<file path="src/sec_pkg.sv">
// Package of constants and types for the serial EEPROM command engine
package sec_pkg;
   // Array geometry
   localparam int ADDR_W = 7;
   localparam int DATA_W = 8;
   localparam int DEPTH  = 128;
   // Serial framing: opcode bits, address bits, data bits
   localparam int OPC_W  = 2;
   localparam int CMD_BITS  = OPC_W + ADDR_W;      // bits after start for short commands
   localparam int DATA_BITS = CMD_BITS + DATA_W;   // bits after start for data commands
   // Opcodes
   localparam logic [1:0] OPC_ERASE   = 2'h3;
   localparam logic [1:0] OPC_READ    = 2'h2;
   localparam logic [1:0] OPC_WRITE   = 2'h1;
   localparam logic [1:0] OPC_SPECIAL = 2'h0;
   // Special command selectors in top two address bits
   localparam logic [1:0] SPC_ERASE_ALL = 2'h2;
   localparam logic [1:0] SPC_LOCK      = 2'h0;
   localparam logic [1:0] SPC_UNLOCK    = 2'h3;
   localparam logic [1:0] SPC_FILL_ALL  = 2'h1;
   // Factory contents
   localparam logic [7:0] ERASED_BYTE       = 8'hff;
   localparam logic [7:0] PROGRAMMED_MARKER = 8'ha5;
   localparam logic [6:0] MARKER_ADDR       = 7'h00;
   localparam logic [6:0] NODE_FIRST_ADDR   = 7'h01;
   localparam logic [6:0] NODE_LAST_ADDR    = 7'h06;
   localparam logic [6:0] LAST_ADDR         = 7'h7f;
   // Timing: clock period and program cycle times
   localparam int CLK_NS      = 10;
   localparam int CSL_MIN_NS  = 250;
   localparam int CSL_MIN_CYC = (CSL_MIN_NS + CLK_NS - 1) / CLK_NS;
   localparam int TWC_MS      = 6;
   localparam int TEC_MS      = 6;
   localparam int TWL_MS      = 15;
   localparam int TWC_CYC     = TWC_MS * 1000000 / CLK_NS;
   localparam int TEC_CYC     = TEC_MS * 1000000 / CLK_NS;
   localparam int TWL_CYC     = TWL_MS * 1000000 / CLK_NS;
   // Engine states
   typedef enum logic [2:0] {
      ST_IDLE  = 3'b000,
      ST_SHIFT = 3'b001,
      ST_READ  = 3'b010,
      ST_ARMED = 3'b011,
      ST_DONE  = 3'b100
   } sec_state_t;
   // Program kinds
   typedef enum logic [1:0] {
      PG_BYTE  = 2'b00,
      PG_CLEAR = 2'b01,
      PG_FILL  = 2'b10
   } sec_prog_t;
endpackage

</file>
<file path="src/sec_wr_if.sv">
// Interface carrying program requests from the engine to the array
`timescale 1ns/1ps
interface sec_wr_if;
   logic                            valid;  // Request offered
   logic                            ready;  // Request taken
   sec_pkg::sec_prog_t              kind;   // Byte, clear-all or fill-all
   logic [sec_pkg::ADDR_W-1:0]      addr;   // Target for byte
   logic [sec_pkg::DATA_W-1:0]      data;   // Data for byte or fill
   modport src  (output valid, kind, addr, data, input ready);
   modport sink (input valid, kind, addr, data, output ready);
endinterface

</file>
<file path="src/sec_buf.sv">
// Two-entry buffer for program requests
`timescale 1ns/1ps
module sec_buf #(
   parameter int W = 17
) (
   // Clock and reset
   input  wire logic         clk,
   input  wire logic         rst,
   // Fill side
   input  wire logic         in_valid,
   output logic              in_ready,
   input  wire logic [W-1:0] in_data,
   // Drain side
   output logic              out_valid,
   input  wire logic         out_ready,
   output logic [W-1:0]      out_data
);
   logic [W-1:0] mem_r [2];  // Two slots
   logic         wp_r;       // Write slot
   logic         rp_r;       // Read slot
   logic [1:0]   cnt_r;      // Occupancy
   wire push = in_valid && in_ready;
   wire pop  = out_valid && out_ready;
   assign in_ready  = (cnt_r != 2'h2);
   assign out_valid = (cnt_r != 2'h0);
   assign out_data  = mem_r[rp_r];
   // Pointers and count
   always_ff @(posedge clk or posedge rst) begin
      if (rst) begin
         wp_r  <= 1'b0;
         rp_r  <= 1'b0;
         cnt_r <= 2'h0;
      end else begin
         if (push) wp_r <= ~wp_r;
         if (pop) rp_r <= ~rp_r;
         cnt_r <= cnt_r + {1'b0, push} - {1'b0, pop};
      end
   end
   // Storage, no reset needed
   always_ff @(posedge clk) begin
      if (push) mem_r[wp_r] <= in_data;
   end
endmodule

</file>
<file path="src/sec_array.sv">
// Memory array with self-timed programming
`timescale 1ns/1ps
module sec_array #(
   parameter int TWC = sec_pkg::TWC_CYC,
   parameter int TEC = sec_pkg::TEC_CYC,
   parameter int TWL = sec_pkg::TWL_CYC,
   parameter logic [47:0] NODE_ADDR = 48'h0a0b0c_010203  // Arbitrary value
) (
   // Clock and reset
   input  wire logic                       clk,
   input  wire logic                       rst,
   // Program requests
   sec_wr_if.sink                          wr,
   // Read port
   input  wire logic [sec_pkg::ADDR_W-1:0] rd_addr,
   output logic [sec_pkg::DATA_W-1:0]      rd_data,
   // Busy level
   output logic                            busy
);
   logic [7:0]  mem_r [sec_pkg::DEPTH];  // Array contents
   logic        busy_r;                  // Cycle running
   logic [31:0] tmr_r;                   // Cycles left
   sec_pkg::sec_prog_t kind_r;
   logic [6:0]  addr_r;
   logic [7:0]  data_r;
   logic        init_r;                  // Factory load pending
   logic [6:0]  ia_r;                    // Factory load index
   wire take = wr.valid && !busy_r && !init_r;
   wire fin  = busy_r && (tmr_r == 32'h0);
   assign wr.ready = !busy_r && !init_r;
   assign busy     = busy_r || init_r;
   assign rd_data  = mem_r[rd_addr];
   wire [7:0] init_val = (ia_r == sec_pkg::MARKER_ADDR) ? sec_pkg::PROGRAMMED_MARKER :
                         (ia_r >= sec_pkg::NODE_FIRST_ADDR && ia_r <= sec_pkg::NODE_LAST_ADDR) ?
                         NODE_ADDR[8*(sec_pkg::NODE_LAST_ADDR - ia_r) +: 8] :
                         sec_pkg::ERASED_BYTE;
   // Timer and control
   always_ff @(posedge clk or posedge rst) begin
      if (rst) begin
         busy_r <= 1'b0;
         tmr_r  <= 32'h0;
         kind_r <= sec_pkg::PG_BYTE;
         addr_r <= 7'h00;
         data_r <= 8'h00;
         init_r <= 1'b1;
         ia_r   <= 7'h00;
      end else begin
         if (init_r) begin
            ia_r <= ia_r + 7'h01;
            if (ia_r == sec_pkg::LAST_ADDR) init_r <= 1'b0;
         end
         if (take) begin
            busy_r <= 1'b1;
            kind_r <= wr.kind;
            addr_r <= wr.addr;
            data_r <= wr.data;
            tmr_r  <= (wr.kind == sec_pkg::PG_BYTE) ? 32'(TWC - 1) :
                      (wr.kind == sec_pkg::PG_CLEAR) ? 32'(TEC - 1) : 32'(TWL - 1);
         end else if (fin) begin
            busy_r <= 1'b0;
         end else if (busy_r) begin
            tmr_r <= tmr_r - 32'h1;
         end
      end
   end
   // Contents commit at end of cycle; erase-before-write is implicit
   always_ff @(posedge clk) begin
      if (init_r) mem_r[ia_r] <= init_val;
      else if (fin && kind_r == sec_pkg::PG_BYTE) mem_r[addr_r] <= data_r;
      else if (fin) begin
         for (int i = 0; i < sec_pkg::DEPTH; i++) begin
            mem_r[i] <= (kind_r == sec_pkg::PG_CLEAR) ? sec_pkg::ERASED_BYTE
                                                      : data_r;
         end
      end
   end
endmodule

</file>
<file path="src/sec_engine.sv">
// Top of the serial EEPROM command engine: link sampling, decode, output
// Functional notes
// Erase sets addressed byte to ones
// Raised select shows busy zero, ready one
// Start bit then select low clears status
// Erase-all sets whole array to ones
// Power-up locked; programming refused until unlocked
// Unlock persists until lock or power loss
// Reads work whether locked or unlocked
// Read sends dummy zero then eight bits
// Read bits change on clock rising edge
// Continued clocking streams next addresses
// Write takes eight data bits, select-low starts
// Fill-all erases then writes every byte
// Locations one to six hold node address
// Location zero holds marker, all writable
// Programming finishes even when deselected
// Select low holds control logic reset
// Input bits sampled on rising clock
// Paused clock at any level tolerated
// No start bit, clocks change nothing
// Exact bit count, then ignore until start
// Select held low keeps output released
// Host should lock after every write; the bench host locks only once, in t_clear_lock after the erase-all
// Start is first edge with both high
// Command coding of opcodes and selectors
// Output released except read or status
// Sequential read wraps from last to zero
`timescale 1ns/1ps
module sec_engine #(
   parameter int TWC = sec_pkg::TWC_CYC,
   parameter int TEC = sec_pkg::TEC_CYC,
   parameter int TWL = sec_pkg::TWL_CYC,
   parameter logic [47:0] NODE_ADDR = 48'h0a0b0c_010203  // Arbitrary value
) (
   // System
   input  wire logic MCLK,
   input  wire logic RST,
   // Serial link inputs
   input  wire logic SEL,
   input  wire logic SCLK,
   input  wire logic SERIAL_IN,
   // Serial output, enable low drives the pin
   output logic      SERIAL_OUT,
   output logic      SERIAL_OUT_OE_N
);
   // Two-flop synchronisers for each link input
   logic [1:0] sel_s_r;
   logic [1:0] clk_s_r;
   logic [1:0] din_s_r;
   logic       clk_d_r;   // Previous synced clock for edge find
   logic       sel_d_r;   // Previous synced select
   wire sel  = sel_s_r[1];
   wire sclk = clk_s_r[1];
   wire din  = din_s_r[1];
   wire rise     = sclk && !clk_d_r;
   wire sel_fall = sel_d_r && !sel;
   wire sel_rise = !sel_d_r && sel;

   always_ff @(posedge MCLK or posedge RST) begin
      if (RST) begin
         sel_s_r <= 2'h0;
         clk_s_r <= 2'h0;
         din_s_r <= 2'h0;
         clk_d_r <= 1'b0;
         sel_d_r <= 1'b0;
      end else begin
         sel_s_r <= {sel_s_r[0], SEL};
         clk_s_r <= {clk_s_r[0], SCLK};
         din_s_r <= {din_s_r[0], SERIAL_IN};
         clk_d_r <= sclk;
         sel_d_r <= sel;
      end
   end

   // Engine state
   sec_pkg::sec_state_t st_r, st_nxt;
   logic [4:0]  cnt_r;       // Bits received after start
   logic [16:0] sh_r;        // Opcode, address, data shift
   logic        unlock_r;    // Programming enabled
   logic [6:0]  raddr_r;     // Read pointer
   logic [8:0]  rsh_r;       // Read output shift
   logic        rd_drv_r;    // Driving read data
   logic        pend_r;      // A program cycle was launched
   logic        stat_r;      // Status shown on output
   logic [4:0]  low_cnt_r;   // Select low time count
   logic        low_ok_r;    // Select was low long enough
   logic        q_valid_r;   // Request offered to buffer
   sec_pkg::sec_prog_t q_kind_r;
   logic [6:0]  q_addr_r;
   logic [7:0]  q_data_r;

   // Array and buffer wiring
   sec_wr_if arr_q ();
   logic [7:0] rd_data;
   logic       arr_busy;
   logic       buf_ready;
   logic       buf_valid;
   logic [16:0] buf_out;

   // Decode of the collected bits
   wire [1:0] opc     = sh_r[16:15];
   wire [6:0] a_field = sh_r[14:8];
   wire [1:0] spc     = sh_r[14:13];
   wire [1:0] opc9    = sh_r[8:7];         // Opcode while only nine bits are in
   wire [6:0] a9      = sh_r[6:0];
   wire [1:0] spc9    = sh_r[6:5];
   wire is_data_cmd = (opc9 == sec_pkg::OPC_WRITE) ||
                      (opc9 == sec_pkg::OPC_SPECIAL && spc9 == sec_pkg::SPC_FILL_ALL);
   // Decode one cycle after the ninth bit, once it sits in the shifter
   wire short_done = st_r == sec_pkg::ST_SHIFT && sel &&
                     cnt_r == 5'(sec_pkg::CMD_BITS);
   wire data_done  = st_r == sec_pkg::ST_SHIFT && rise && sel &&
                     cnt_r == 5'(sec_pkg::DATA_BITS - 1);
   wire start_seen = st_r == sec_pkg::ST_IDLE && sel && rise && din;
   wire prog_cmd   = (opc9 == sec_pkg::OPC_ERASE) ||
                     (opc9 == sec_pkg::OPC_SPECIAL && spc9 == sec_pkg::SPC_ERASE_ALL);
   wire is_read9   = opc9 == sec_pkg::OPC_READ;
   // Launch on select fall from armed, only when unlocked
   wire launch     = st_r == sec_pkg::ST_ARMED && sel_fall && unlock_r;

   // Next state: idle waits for start, shift collects bits
   always_comb begin
      st_nxt = st_r;
      unique case (st_r)
         sec_pkg::ST_IDLE:  if (start_seen) st_nxt = sec_pkg::ST_SHIFT;
         sec_pkg::ST_SHIFT: begin
            if (short_done && is_read9) st_nxt = sec_pkg::ST_READ;
            else if (short_done && prog_cmd) st_nxt = sec_pkg::ST_ARMED;
            else if (short_done && !is_data_cmd) st_nxt = sec_pkg::ST_DONE;
            else if (data_done) st_nxt = sec_pkg::ST_ARMED;
         end
         sec_pkg::ST_READ:  st_nxt = sec_pkg::ST_READ;
         sec_pkg::ST_ARMED: st_nxt = sec_pkg::ST_ARMED;
         sec_pkg::ST_DONE:  st_nxt = sec_pkg::ST_DONE;
         default:           st_nxt = sec_pkg::ST_IDLE;
      endcase
   end

   // Command decode and control; select low resets state, bit count and read drive
   always_ff @(posedge MCLK or posedge RST) begin
      if (RST) begin
         st_r     <= sec_pkg::ST_IDLE;
         cnt_r    <= 5'h00;
         sh_r     <= 17'h00000;
         unlock_r <= 1'b0;
         raddr_r  <= 7'h00;
         rsh_r    <= 9'h000;
         rd_drv_r <= 1'b0;
      end else if (!sel) begin
         st_r     <= sec_pkg::ST_IDLE;
         cnt_r    <= 5'h00;
         rd_drv_r <= 1'b0;
      end else begin
         st_r <= st_nxt;
         // Clock pauses simply produce no edges here
         if (st_r == sec_pkg::ST_SHIFT && rise) begin
            sh_r  <= {sh_r[15:0], din};
            cnt_r <= cnt_r + 5'h01;
         end
         if (short_done && opc9 == sec_pkg::OPC_SPECIAL) begin
            if (spc9 == sec_pkg::SPC_UNLOCK) unlock_r <= 1'b1;
            if (spc9 == sec_pkg::SPC_LOCK) unlock_r <= 1'b0;
         end
         // Read pointer and shifter; reads ignore the lock
         if (short_done && is_read9) begin
            raddr_r  <= a9;
            rsh_r    <= 9'h000;
            rd_drv_r <= 1'b1;                              // dummy zero first
         end else if (st_r == sec_pkg::ST_READ && rise) begin
            if (cnt_r == 5'(sec_pkg::CMD_BITS)) begin
               rsh_r   <= {rd_data, 1'b0};
               raddr_r <= raddr_r + 7'h01;                 // wraps at 0x7f
               cnt_r   <= cnt_r + 5'h01;
            end else if (cnt_r == 5'(sec_pkg::DATA_BITS)) begin
               rsh_r   <= {rd_data, 1'b0};                 // next word, no dummy
               raddr_r <= raddr_r + 7'h01;
               cnt_r   <= 5'(sec_pkg::CMD_BITS + 1);    // Seven shifts follow the reload
            end else begin
               rsh_r <= {rsh_r[7:0], 1'b0};
               cnt_r <= cnt_r + 5'h01;
            end
         end
      end
   end

   // Request capture: select fall from armed offers one program request
   always_ff @(posedge MCLK or posedge RST) begin
      if (RST) begin
         q_valid_r <= 1'b0;
         q_kind_r  <= sec_pkg::PG_BYTE;
         q_addr_r  <= 7'h00;
         q_data_r  <= 8'h00;
      end else if (launch) begin
         q_valid_r <= 1'b1;
         q_addr_r  <= (sh_r[16:15] == sec_pkg::OPC_WRITE) ? a_field : a9;
         q_data_r  <= (opc == sec_pkg::OPC_WRITE || opc == sec_pkg::OPC_SPECIAL) ?
                      sh_r[7:0] : sec_pkg::ERASED_BYTE;
         // Nine-bit commands: erase, erase-all; seventeen-bit: write, fill-all
         if (cnt_r == 5'(sec_pkg::CMD_BITS)) begin
            q_kind_r <= (opc9 == sec_pkg::OPC_ERASE) ? sec_pkg::PG_BYTE : sec_pkg::PG_CLEAR;
            q_addr_r <= a9;
            q_data_r <= sec_pkg::ERASED_BYTE;
         end else begin
            q_kind_r <= (opc == sec_pkg::OPC_WRITE) ? sec_pkg::PG_BYTE : sec_pkg::PG_FILL;
         end
      end else if (q_valid_r && buf_ready) begin
         q_valid_r <= 1'b0;
      end
   end

   // Status: select low time, pending launch, clear on start then select low
   always_ff @(posedge MCLK or posedge RST) begin
      if (RST) begin
         low_cnt_r <= 5'h00;
         low_ok_r  <= 1'b0;
         pend_r    <= 1'b0;
         stat_r    <= 1'b0;
      end else begin
         if (!sel) begin
            if (low_cnt_r != 5'(sec_pkg::CSL_MIN_CYC - 1)) low_cnt_r <= low_cnt_r + 5'h01;
            else low_ok_r <= 1'b1;
         end else begin
            low_cnt_r <= 5'h00;
         end
         if (launch) begin
            pend_r   <= 1'b1;
            low_ok_r <= 1'b0;
         end else if (pend_r && sel_fall && st_r != sec_pkg::ST_IDLE) begin
            pend_r <= 1'b0;
         end
         if (sel_fall) stat_r <= 1'b0;
         else if (sel_rise && pend_r && low_ok_r) stat_r <= 1'b1;
         else if (start_seen) stat_r <= stat_r;
      end
   end

   // Program requests pass the two-entry buffer; array runs to completion
   sec_buf #(.W(17)) u_buf (
      .clk       (MCLK),
      .rst       (RST),
      .in_valid  (q_valid_r),
      .in_ready  (buf_ready),
      .in_data   ({q_kind_r, q_addr_r, q_data_r}),
      .out_valid (buf_valid),
      .out_ready (arr_q.ready),
      .out_data  (buf_out)
   );
   assign arr_q.valid = buf_valid;
   assign arr_q.kind  = sec_pkg::sec_prog_t'(buf_out[16:15]);
   assign arr_q.addr  = buf_out[14:8];
   assign arr_q.data  = buf_out[7:0];

   sec_array #(.TWC(TWC), .TEC(TEC), .TWL(TWL), .NODE_ADDR(NODE_ADDR)) u_arr (
      .clk     (MCLK),
      .rst     (RST),
      .wr      (arr_q),
      .rd_addr (raddr_r),
      .rd_data (rd_data),
      .busy    (arr_busy)
   );

   // Busy counts also while a request waits in the buffer
   wire busy_all = arr_busy || buf_valid || q_valid_r;
   // Output: read data, or status (0 busy, 1 ready), else released
   assign SERIAL_OUT      = rd_drv_r ? rsh_r[8] : !busy_all;
   assign SERIAL_OUT_OE_N = !(sel && (rd_drv_r || stat_r));
endmodule

</file>
<file path="config.mk">
export PLATFORM = sky130hd
export DESIGN_NAME = sec_engine
export DESIGN_NICKNAME = d
export VERILOG_FILES = /design/src/sec_pkg.sv /design/src/sec_wr_if.sv /design/src/sec_buf.sv /design/src/sec_array.sv /design/src/sec_engine.sv
export SDC_FILE = /design/constraint.sdc
export NUM_CORES = 1
export LEC_CHECK = 0
export BUFFER_PORTS_ARGS = -buffer_cell sky130_fd_sc_hd__buf_2
export CAP_MARGIN = 10
export CELL_PAD_IN_SITES_DETAIL_PLACEMENT = 1
export CELL_PAD_IN_SITES_GLOBAL_PLACEMENT = 2
export CORE_ASPECT_RATIO = 0.75
export CORE_MARGIN = 2
export CORE_UTILIZATION = 40
export CTS_CLUSTER_SIZE = 40
export DETAILED_ROUTE_END_ITERATION = 7
export GPL_TIMING_DRIVEN = 1
export PLACE_DENSITY = 0.74
export REMOVE_ABC_BUFFERS = 1
export SLEW_MARGIN = 20
export SYNTH_ARGS = -nofsm -noshare
export SYNTH_HDL_FRONTEND = slang
export SYNTH_SLANG_ARGS = --single-unit
</file>
<file path="constraint.sdc">
create_clock -name MCLK -period 16.75 [get_ports MCLK]
set_input_delay 4.1875 -clock MCLK [delete_from_list [all_inputs] [get_ports MCLK]]
set_output_delay 4.1875 -clock MCLK [all_outputs]
set_load 0.01 [all_outputs]
</file>
Word-level counts from Yosys, hierarchy flattened
Memory sizes are Yosys's and may differ from the RTL's.
Index checks and enable logic that the tools add are counted.
{"block": "op_classes", "bitwise_logic": 2, "shift": 1, "reduce_logical": 76, "eq_ne": 25, "n_lt_le_gt_ge": 2, "n_addsub": 8, "n_mux": 73}
{"operator": "2-to-1 mux 32 bit", "count": 4}
{"operator": "2-to-1 mux 7 bit", "count": 8}
{"operator": "2-to-1 mux 8 bit", "count": 7}
{"operator": "variable part select 48 x 33 -> 8 bit (first input constant)", "count": 1}
{"operator": "2-to-1 mux 5 bit", "count": 8}
{"operator": "2-to-1 mux 9 bit", "count": 4}
{"operator": "logical AND 1 bit", "count": 33}
{"operator": "zero test 32 bit", "count": 1}
{"operator": "2-to-1 mux 1 bit", "count": 32}
{"operator": "subtractor 32 x 1 -> 32 bit (second input constant)", "count": 1}
{"operator": "2-to-1 mux 21 bit", "count": 1}
{"operator": "2-to-1 mux 3 bit", "count": 6}
{"operator": "nonzero test 2 bit", "count": 9}
{"operator": "OR reduction 8 bit", "count": 2}
{"operator": "case mux 3 bit (5 select lines)", "count": 1}
{"operator": "adder 7 x 1 -> 7 bit (second input constant)", "count": 2}
{"operator": "adder 5 x 1 -> 5 bit (second input constant)", "count": 2}
{"operator": "equality test 2 x 1 -> 1 bit (second input constant)", "count": 5}
{"operator": "equality test 5 bit (second input constant)", "count": 2}
{"operator": "zero test 2 bit", "count": 5}
{"operator": "AND reduction 2 bit", "count": 5}
{"operator": "equality test 2 bit (second input constant)", "count": 4}
{"operator": "zero test 1 bit", "count": 8}
{"operator": "subtractor 3 x 7 -> 8 bit (first input constant)", "count": 1}
{"operator": "21 further kinds", "count": 35}
{"block": "word_totals", "regBits": 139, "n_memories": 2, "in_bits": 5, "ram_bits": 1058}
{"name": "u_arr.mem_r", "words": 128, "width": 8, "read_ports": 1, "rd_clocked_by_memory_dff": 0, "write_ports": 128, "line": "sec_array.sv:20", "source": "logic [7:0] mem_r [sec_pkg::DEPTH];"}
{"name": "u_buf.mem_r", "words": 2, "width": 17, "read_ports": 1, "rd_clocked_by_memory_dff": 0, "write_ports": 1, "line": "sec_buf.sv:18", "source": "logic [W-1:0] mem_r [2];"}

Longest topological paths before layout
{"block": "depth", "ltp_word": 11, "ltp_mapped": 13}

Cells and area by module
Synthesis repeated with hierarchy kept, for this count alone.
{"block": "hier_totals", "hier_cells": 2664, "area_unflattened_um2": 48056.1}
{"mod": "sec_array", "n_inst": 1, "area_each_um2": 43085.1, "cells_per_inst": 2269}
{"mod": "sec_engine", "n_inst": 1, "area_each_um2": 3533.4, "cells_per_inst": 324}
{"mod": "sec_buf", "n_inst": 1, "area_each_um2": 1437.6, "cells_per_inst": 71}

Least setup slack after synthesis
No wires, ideal clock.
{"block": "synth_timing", "kind": "register to register", "startpoint": "reg u_arr.ia_r[0]", "endpoint": "mem u_arr.mem_r[0][3] (data pin)", "arrival_time_ps": 6628, "setup_slack_ps": 8926, "required_ps": 15553, "setup_time_ps": 1197, "stages_incl_launch_ff": 8, "cell_sequence": "dfrtp_1 -> clkbuf_1 -> inv_1 -> ha_1 -> or3_1 -> a21oi_1 -> o21ai_0 -> o21ai_0"}
{"element": "start, declared", "line": "sec_array.sv:27", "source": "logic [6:0] ia_r;"}
{"element": "start signal, assigned", "line": "sec_array.sv:49", "source": "ia_r <= ia_r + 7'h01;"}
{"element": "end, declared", "line": "sec_array.sv:20"}

Worst setup path in the final report
{"block": "layout_timing", "startpoint": "reg u_arr.init_r", "endpoint": "out SERIAL_OUT"}
{"block": "layout_between", "elab_chain_len": 5}
{"element": "start, declared", "line": "sec_array.sv:26", "source": "logic init_r;"}
{"element": "start signal, assigned", "line": "sec_array.sv:45", "source": "init_r <= 1'b1;"}
{"element": "start signal, assigned", "line": "sec_array.sv:50", "source": "if (ia_r == sec_pkg::LAST_ADDR) init_r <= 1'b0;"}
{"element": "logical OR 1 bit", "line": "sec_array.sv:31", "source": "assign busy = busy_r || init_r;"}
{"element": "logical OR 1 bit (2 in series)", "line": "sec_engine.sv:264", "source": "wire busy_all = arr_busy || buf_valid || q_valid_r;"}
{"element": "zero test 1 bit", "line": "sec_engine.sv:266", "source": "assign SERIAL_OUT = rd_drv_r ? rsh_r[8] : !busy_all;"}
{"element": "2-to-1 mux 1 bit", "line": "sec_engine.sv:266"}
{"element": "end, declared", "line": "sec_engine.sv:44", "source": "output logic SERIAL_OUT,"}
Every way passes these cells.

==> flow_metrics.tcl <==
set metrics [dict create \
    status "complete, no violations" \
    hold_viol 0 \
    cp.required_ps 12560 \
    crit_type "register to output port" \
    grt_overflow_total 0 \
    cp-start-kind "register" \
    crit_cells 3 \
    ctsResizeCount 0 \
    fmax_mhz 161 \
    start_util 0.405 \
    rsz0062_at_grt "no" \
    io_pins 7 \
    die_y_um 306 \
    fin_cells 4555 \
    yosysSeqAreaShare 0.723 \
    reg2reg_depth 7 \
    nets 2856 \
    vdd.ir_drop.worst_uv 93.7 \
    synth_common_cells "edfxtp_1 (1058), mux4_2 (231), nand2_1 (231), mux2i_1 (159), dfrtp_1 (137)" \
    crit_path_end_kind "output port" \
    crit_start "u_arr.init_r" \
    core_um2 120000 \
    synth_area_per_cell_um2 17.3 \
    die_w_um 407 \
    endpoint "SERIAL_OUT" \
    route.detailed.drc 0 \
    grt_start_max_net_pins 129 \
    clock-sinks 1196 \
    grt_util_all_layers 0.213 \
    grt_pass1_vias 27700 \
    worst_pin_slew_ps 1140 \
    cp_slowest_cell "dfstp_2" \
    ys_ff_latch 1196 \
    slew_violations 0 \
    path_buf_inv 1 \
    grt_pass1_wl_mm 195 \
    max_stage_delay_ps 720 \
    portBuffers 6 \
    synth_area_um2 48700 \
    cts_buffer_depth 3 \
    vias 26800 \
    netlist_instances 2819 \
    dp_hpwl_mm 81.0 \
    hold_class "register to register" \
    dpl.cell_count 4342 \
    ant_nets 0 \
    cp_top_family "flip-flops" \
    drt_iter0_drc 2962 \
    synthTopCellsByArea "edfxtp_1 (65%), mux4_2 (11%), dfrtp_1 (7.0%)" \
    cts_tree "yes" \
    powerDensity_nw_per_um2 109 \
    yosysUniqueCellTypes 79 \
    holdWs_ps 351 \
    antenna_found_initial 4 \
    dominantRegCellSynth "edfxtp_1" \
    fin_skew_ps 24.3 \
    synth_top_area_share 0.652 \
    post_drt_wl_per_cell_um 28.8 \
    synth_area_leader_cell "edfxtp_1" \
    fillers 11400 \
    clk_latency_ps 730 \
    drv_cap 0 \
    async_flop_share 0.115 \
    cp_max_fo 17 \
    crit_chain "nor2_1 -> a32o_1 -> buf_2" \
    yosysWarnings 0 \
    root_buffer "clkbuf_16" \
    slew_headroom 0.240 \
    fp.dieArea_um2 125000 \
    clkSlewWorstSetupHoldPaths_ps 60 \
    final_core_util 0.453 \
    finalSetupViolations 0 \
    fin_crit_sh 0.371 \
    gp_congestion 0.827 \
    whs_path_depth 0 \
    postRouteWirelength_mm 131 \
    timing.rr.start "u_arr.tmr_r[2]" \
    h-tree-depth 3 \
    antenna_cells 0 \
    r2r_end "u_arr.mem_r[73][3]" \
    syn2layout_area_growth_pct 12.0 \
    via_per_inst 5.88 \
    first_pass_iters 7 \
    synth_most_common_cell "edfxtp_1" \
    cts-buffers-inserted 113 \
    post_cts_buffers 0 \
    r2r_slack_ps 11690 \
    worstPathArrival_ps 2030 \
    drive_gt1_frac 0.187 \
    finalCriticalPeriod_ps 6220 \
    synth-edff-count 1058 \
    tns_ps 0 \
    p_leak_uw 0.0178 \
    rows 110 \
    cts_hold_buf 0 \
]
-- layout by cell type (no fill, tap or decap), types with 8 or more instances in the layout --
cell / Yosys / routed
edfxtp_1: 1058 / 1058
mux4_2: 231 / 231
nand2_1: 231 / 230
mux2i_1: 159 / 158
dfrtp_1: 137 / 133
nor2_1: 124 / 120
clkbuf_16: 0 / 117
nand3_1: 105 / 105
o21ai_0: 88 / 84
o21ai_1: 70 / 69
a21oi_1: 69 / 69
buf_4: 23 / 52
a22oi_1: 28 / 28
inv_1: 28 / 27
clkinv_2: 0 / 27
mux2_2: 21 / 21
nor3_1: 21 / 20
nor2b_1: 22 / 20
clkbuf_1: 91 / 20
ha_1: 17 / 17
bufinv_16: 0 / 17
a31oi_1: 16 / 16
nand4_1: 15 / 15
clkinv_1: 1 / 14
xnor2_1: 13 / 13
xor2_1: 13 / 13
nand2b_1: 12 / 12
o211ai_1: 11 / 11
o22ai_1: 12 / 10
or3_1: 8 / 8
a311oi_1: 8 / 8
o31ai_1: 8 / 8
a32oi_1: 8 / 8
-- registers in the layout (all words and copies together) (netlist names), 3 cells and up --
signal,flops
u_arr.data_r,8
u_arr.addr_r,7
q_addr_r,7
rsh_r,8
raddr_r,7
low_cnt_r,5
sh_r,17
u_arr.tmr_r,32
u_arr.ia_r,7
st_r,3
u_arr.mem_r,1024
u_buf.mem_r,34
q_data_r,8
cnt_r,5
-- layout make-up --
cell class	count	area, um^2	share of cell area
clock buffers	140	3040	0.0558
clock inverters	72	860	0.0157
inverters	31	124	0.00227
multi-input cells	1430	12800	0.234
flip-flops and latches	1196	35200	0.646
well taps	1624	2030	0.0372
repair buffers	62	492	0.00901
-- worst min-delay path by stage --
stage / startpoint / endpoint / slack [ps]
after floorplan: clk_s_r[0] / clk_s_r[1] / 330
after global placement: sel_s_r[0] / sel_s_r[1] / 340
after detailed placement: din_s_r[0] / din_s_r[1] / 340
after CTS: din_s_r[0] / din_s_r[1] / 350
after global routing: sel_s_r[0] / sel_s_r[1] / 360
final: din_s_r[0] / din_s_r[1] / 350
-- layer usage --
layer	vias to the layer above	global-route usage	share of wire
li1	11200	-	-
met1	14300	0.330	0.45
met2	1049	0.311	0.44
met3	161	0.0450	0.085
met4	0	0.0439	0.018
met5	-	0	0
-- per-stage QoR --
step / power (uW) / area, um^2 / worst slack [ps]
4_1_cts: 5980 / 54500 / 10480
3_5_place_dp: 3280 / 50600 / 10900
5_1_grt: 6090 / 54600 / 10450
3_3_place_gp: 3280 / 50600 / 10970
6_report: 5930 / 54600 / 10530
2_1_floorplan: 3280 / 48000 / 4190
-- logic make-up (layout without fill, tap and decap cells) --
| kind of cell | after synthesis | in the layout | synth area share |
|---|---|---|---|
| AO/OA/AOI/OAI | 379 | 379 | 0.0487 |
| XOR/XNOR | 26 | 26 | 0.00467 |
| adder cells (fa/ha/maj) | 17 | 17 | 0.00437 |
| buffers and inverters | 193 | 305 | 0.0178 |
| flip-flops | 1196 | 1196 | 0.723 |
| multiplexers | 414 | 414 | 0.145 |
| AND/OR/NAND/NOR | 594 | 594 | 0.0564 |
-- where the power goes --
group	internal, uW	leakage (uW)	switching (uW)	total [uW]
combinational	4.09	0.00420	10.6	14.7
clock	1560	0.00192	1150	2710
sequential	3200	0.0117	4.01	3210
No activity file was read; power rests on OpenSTA's default activity.
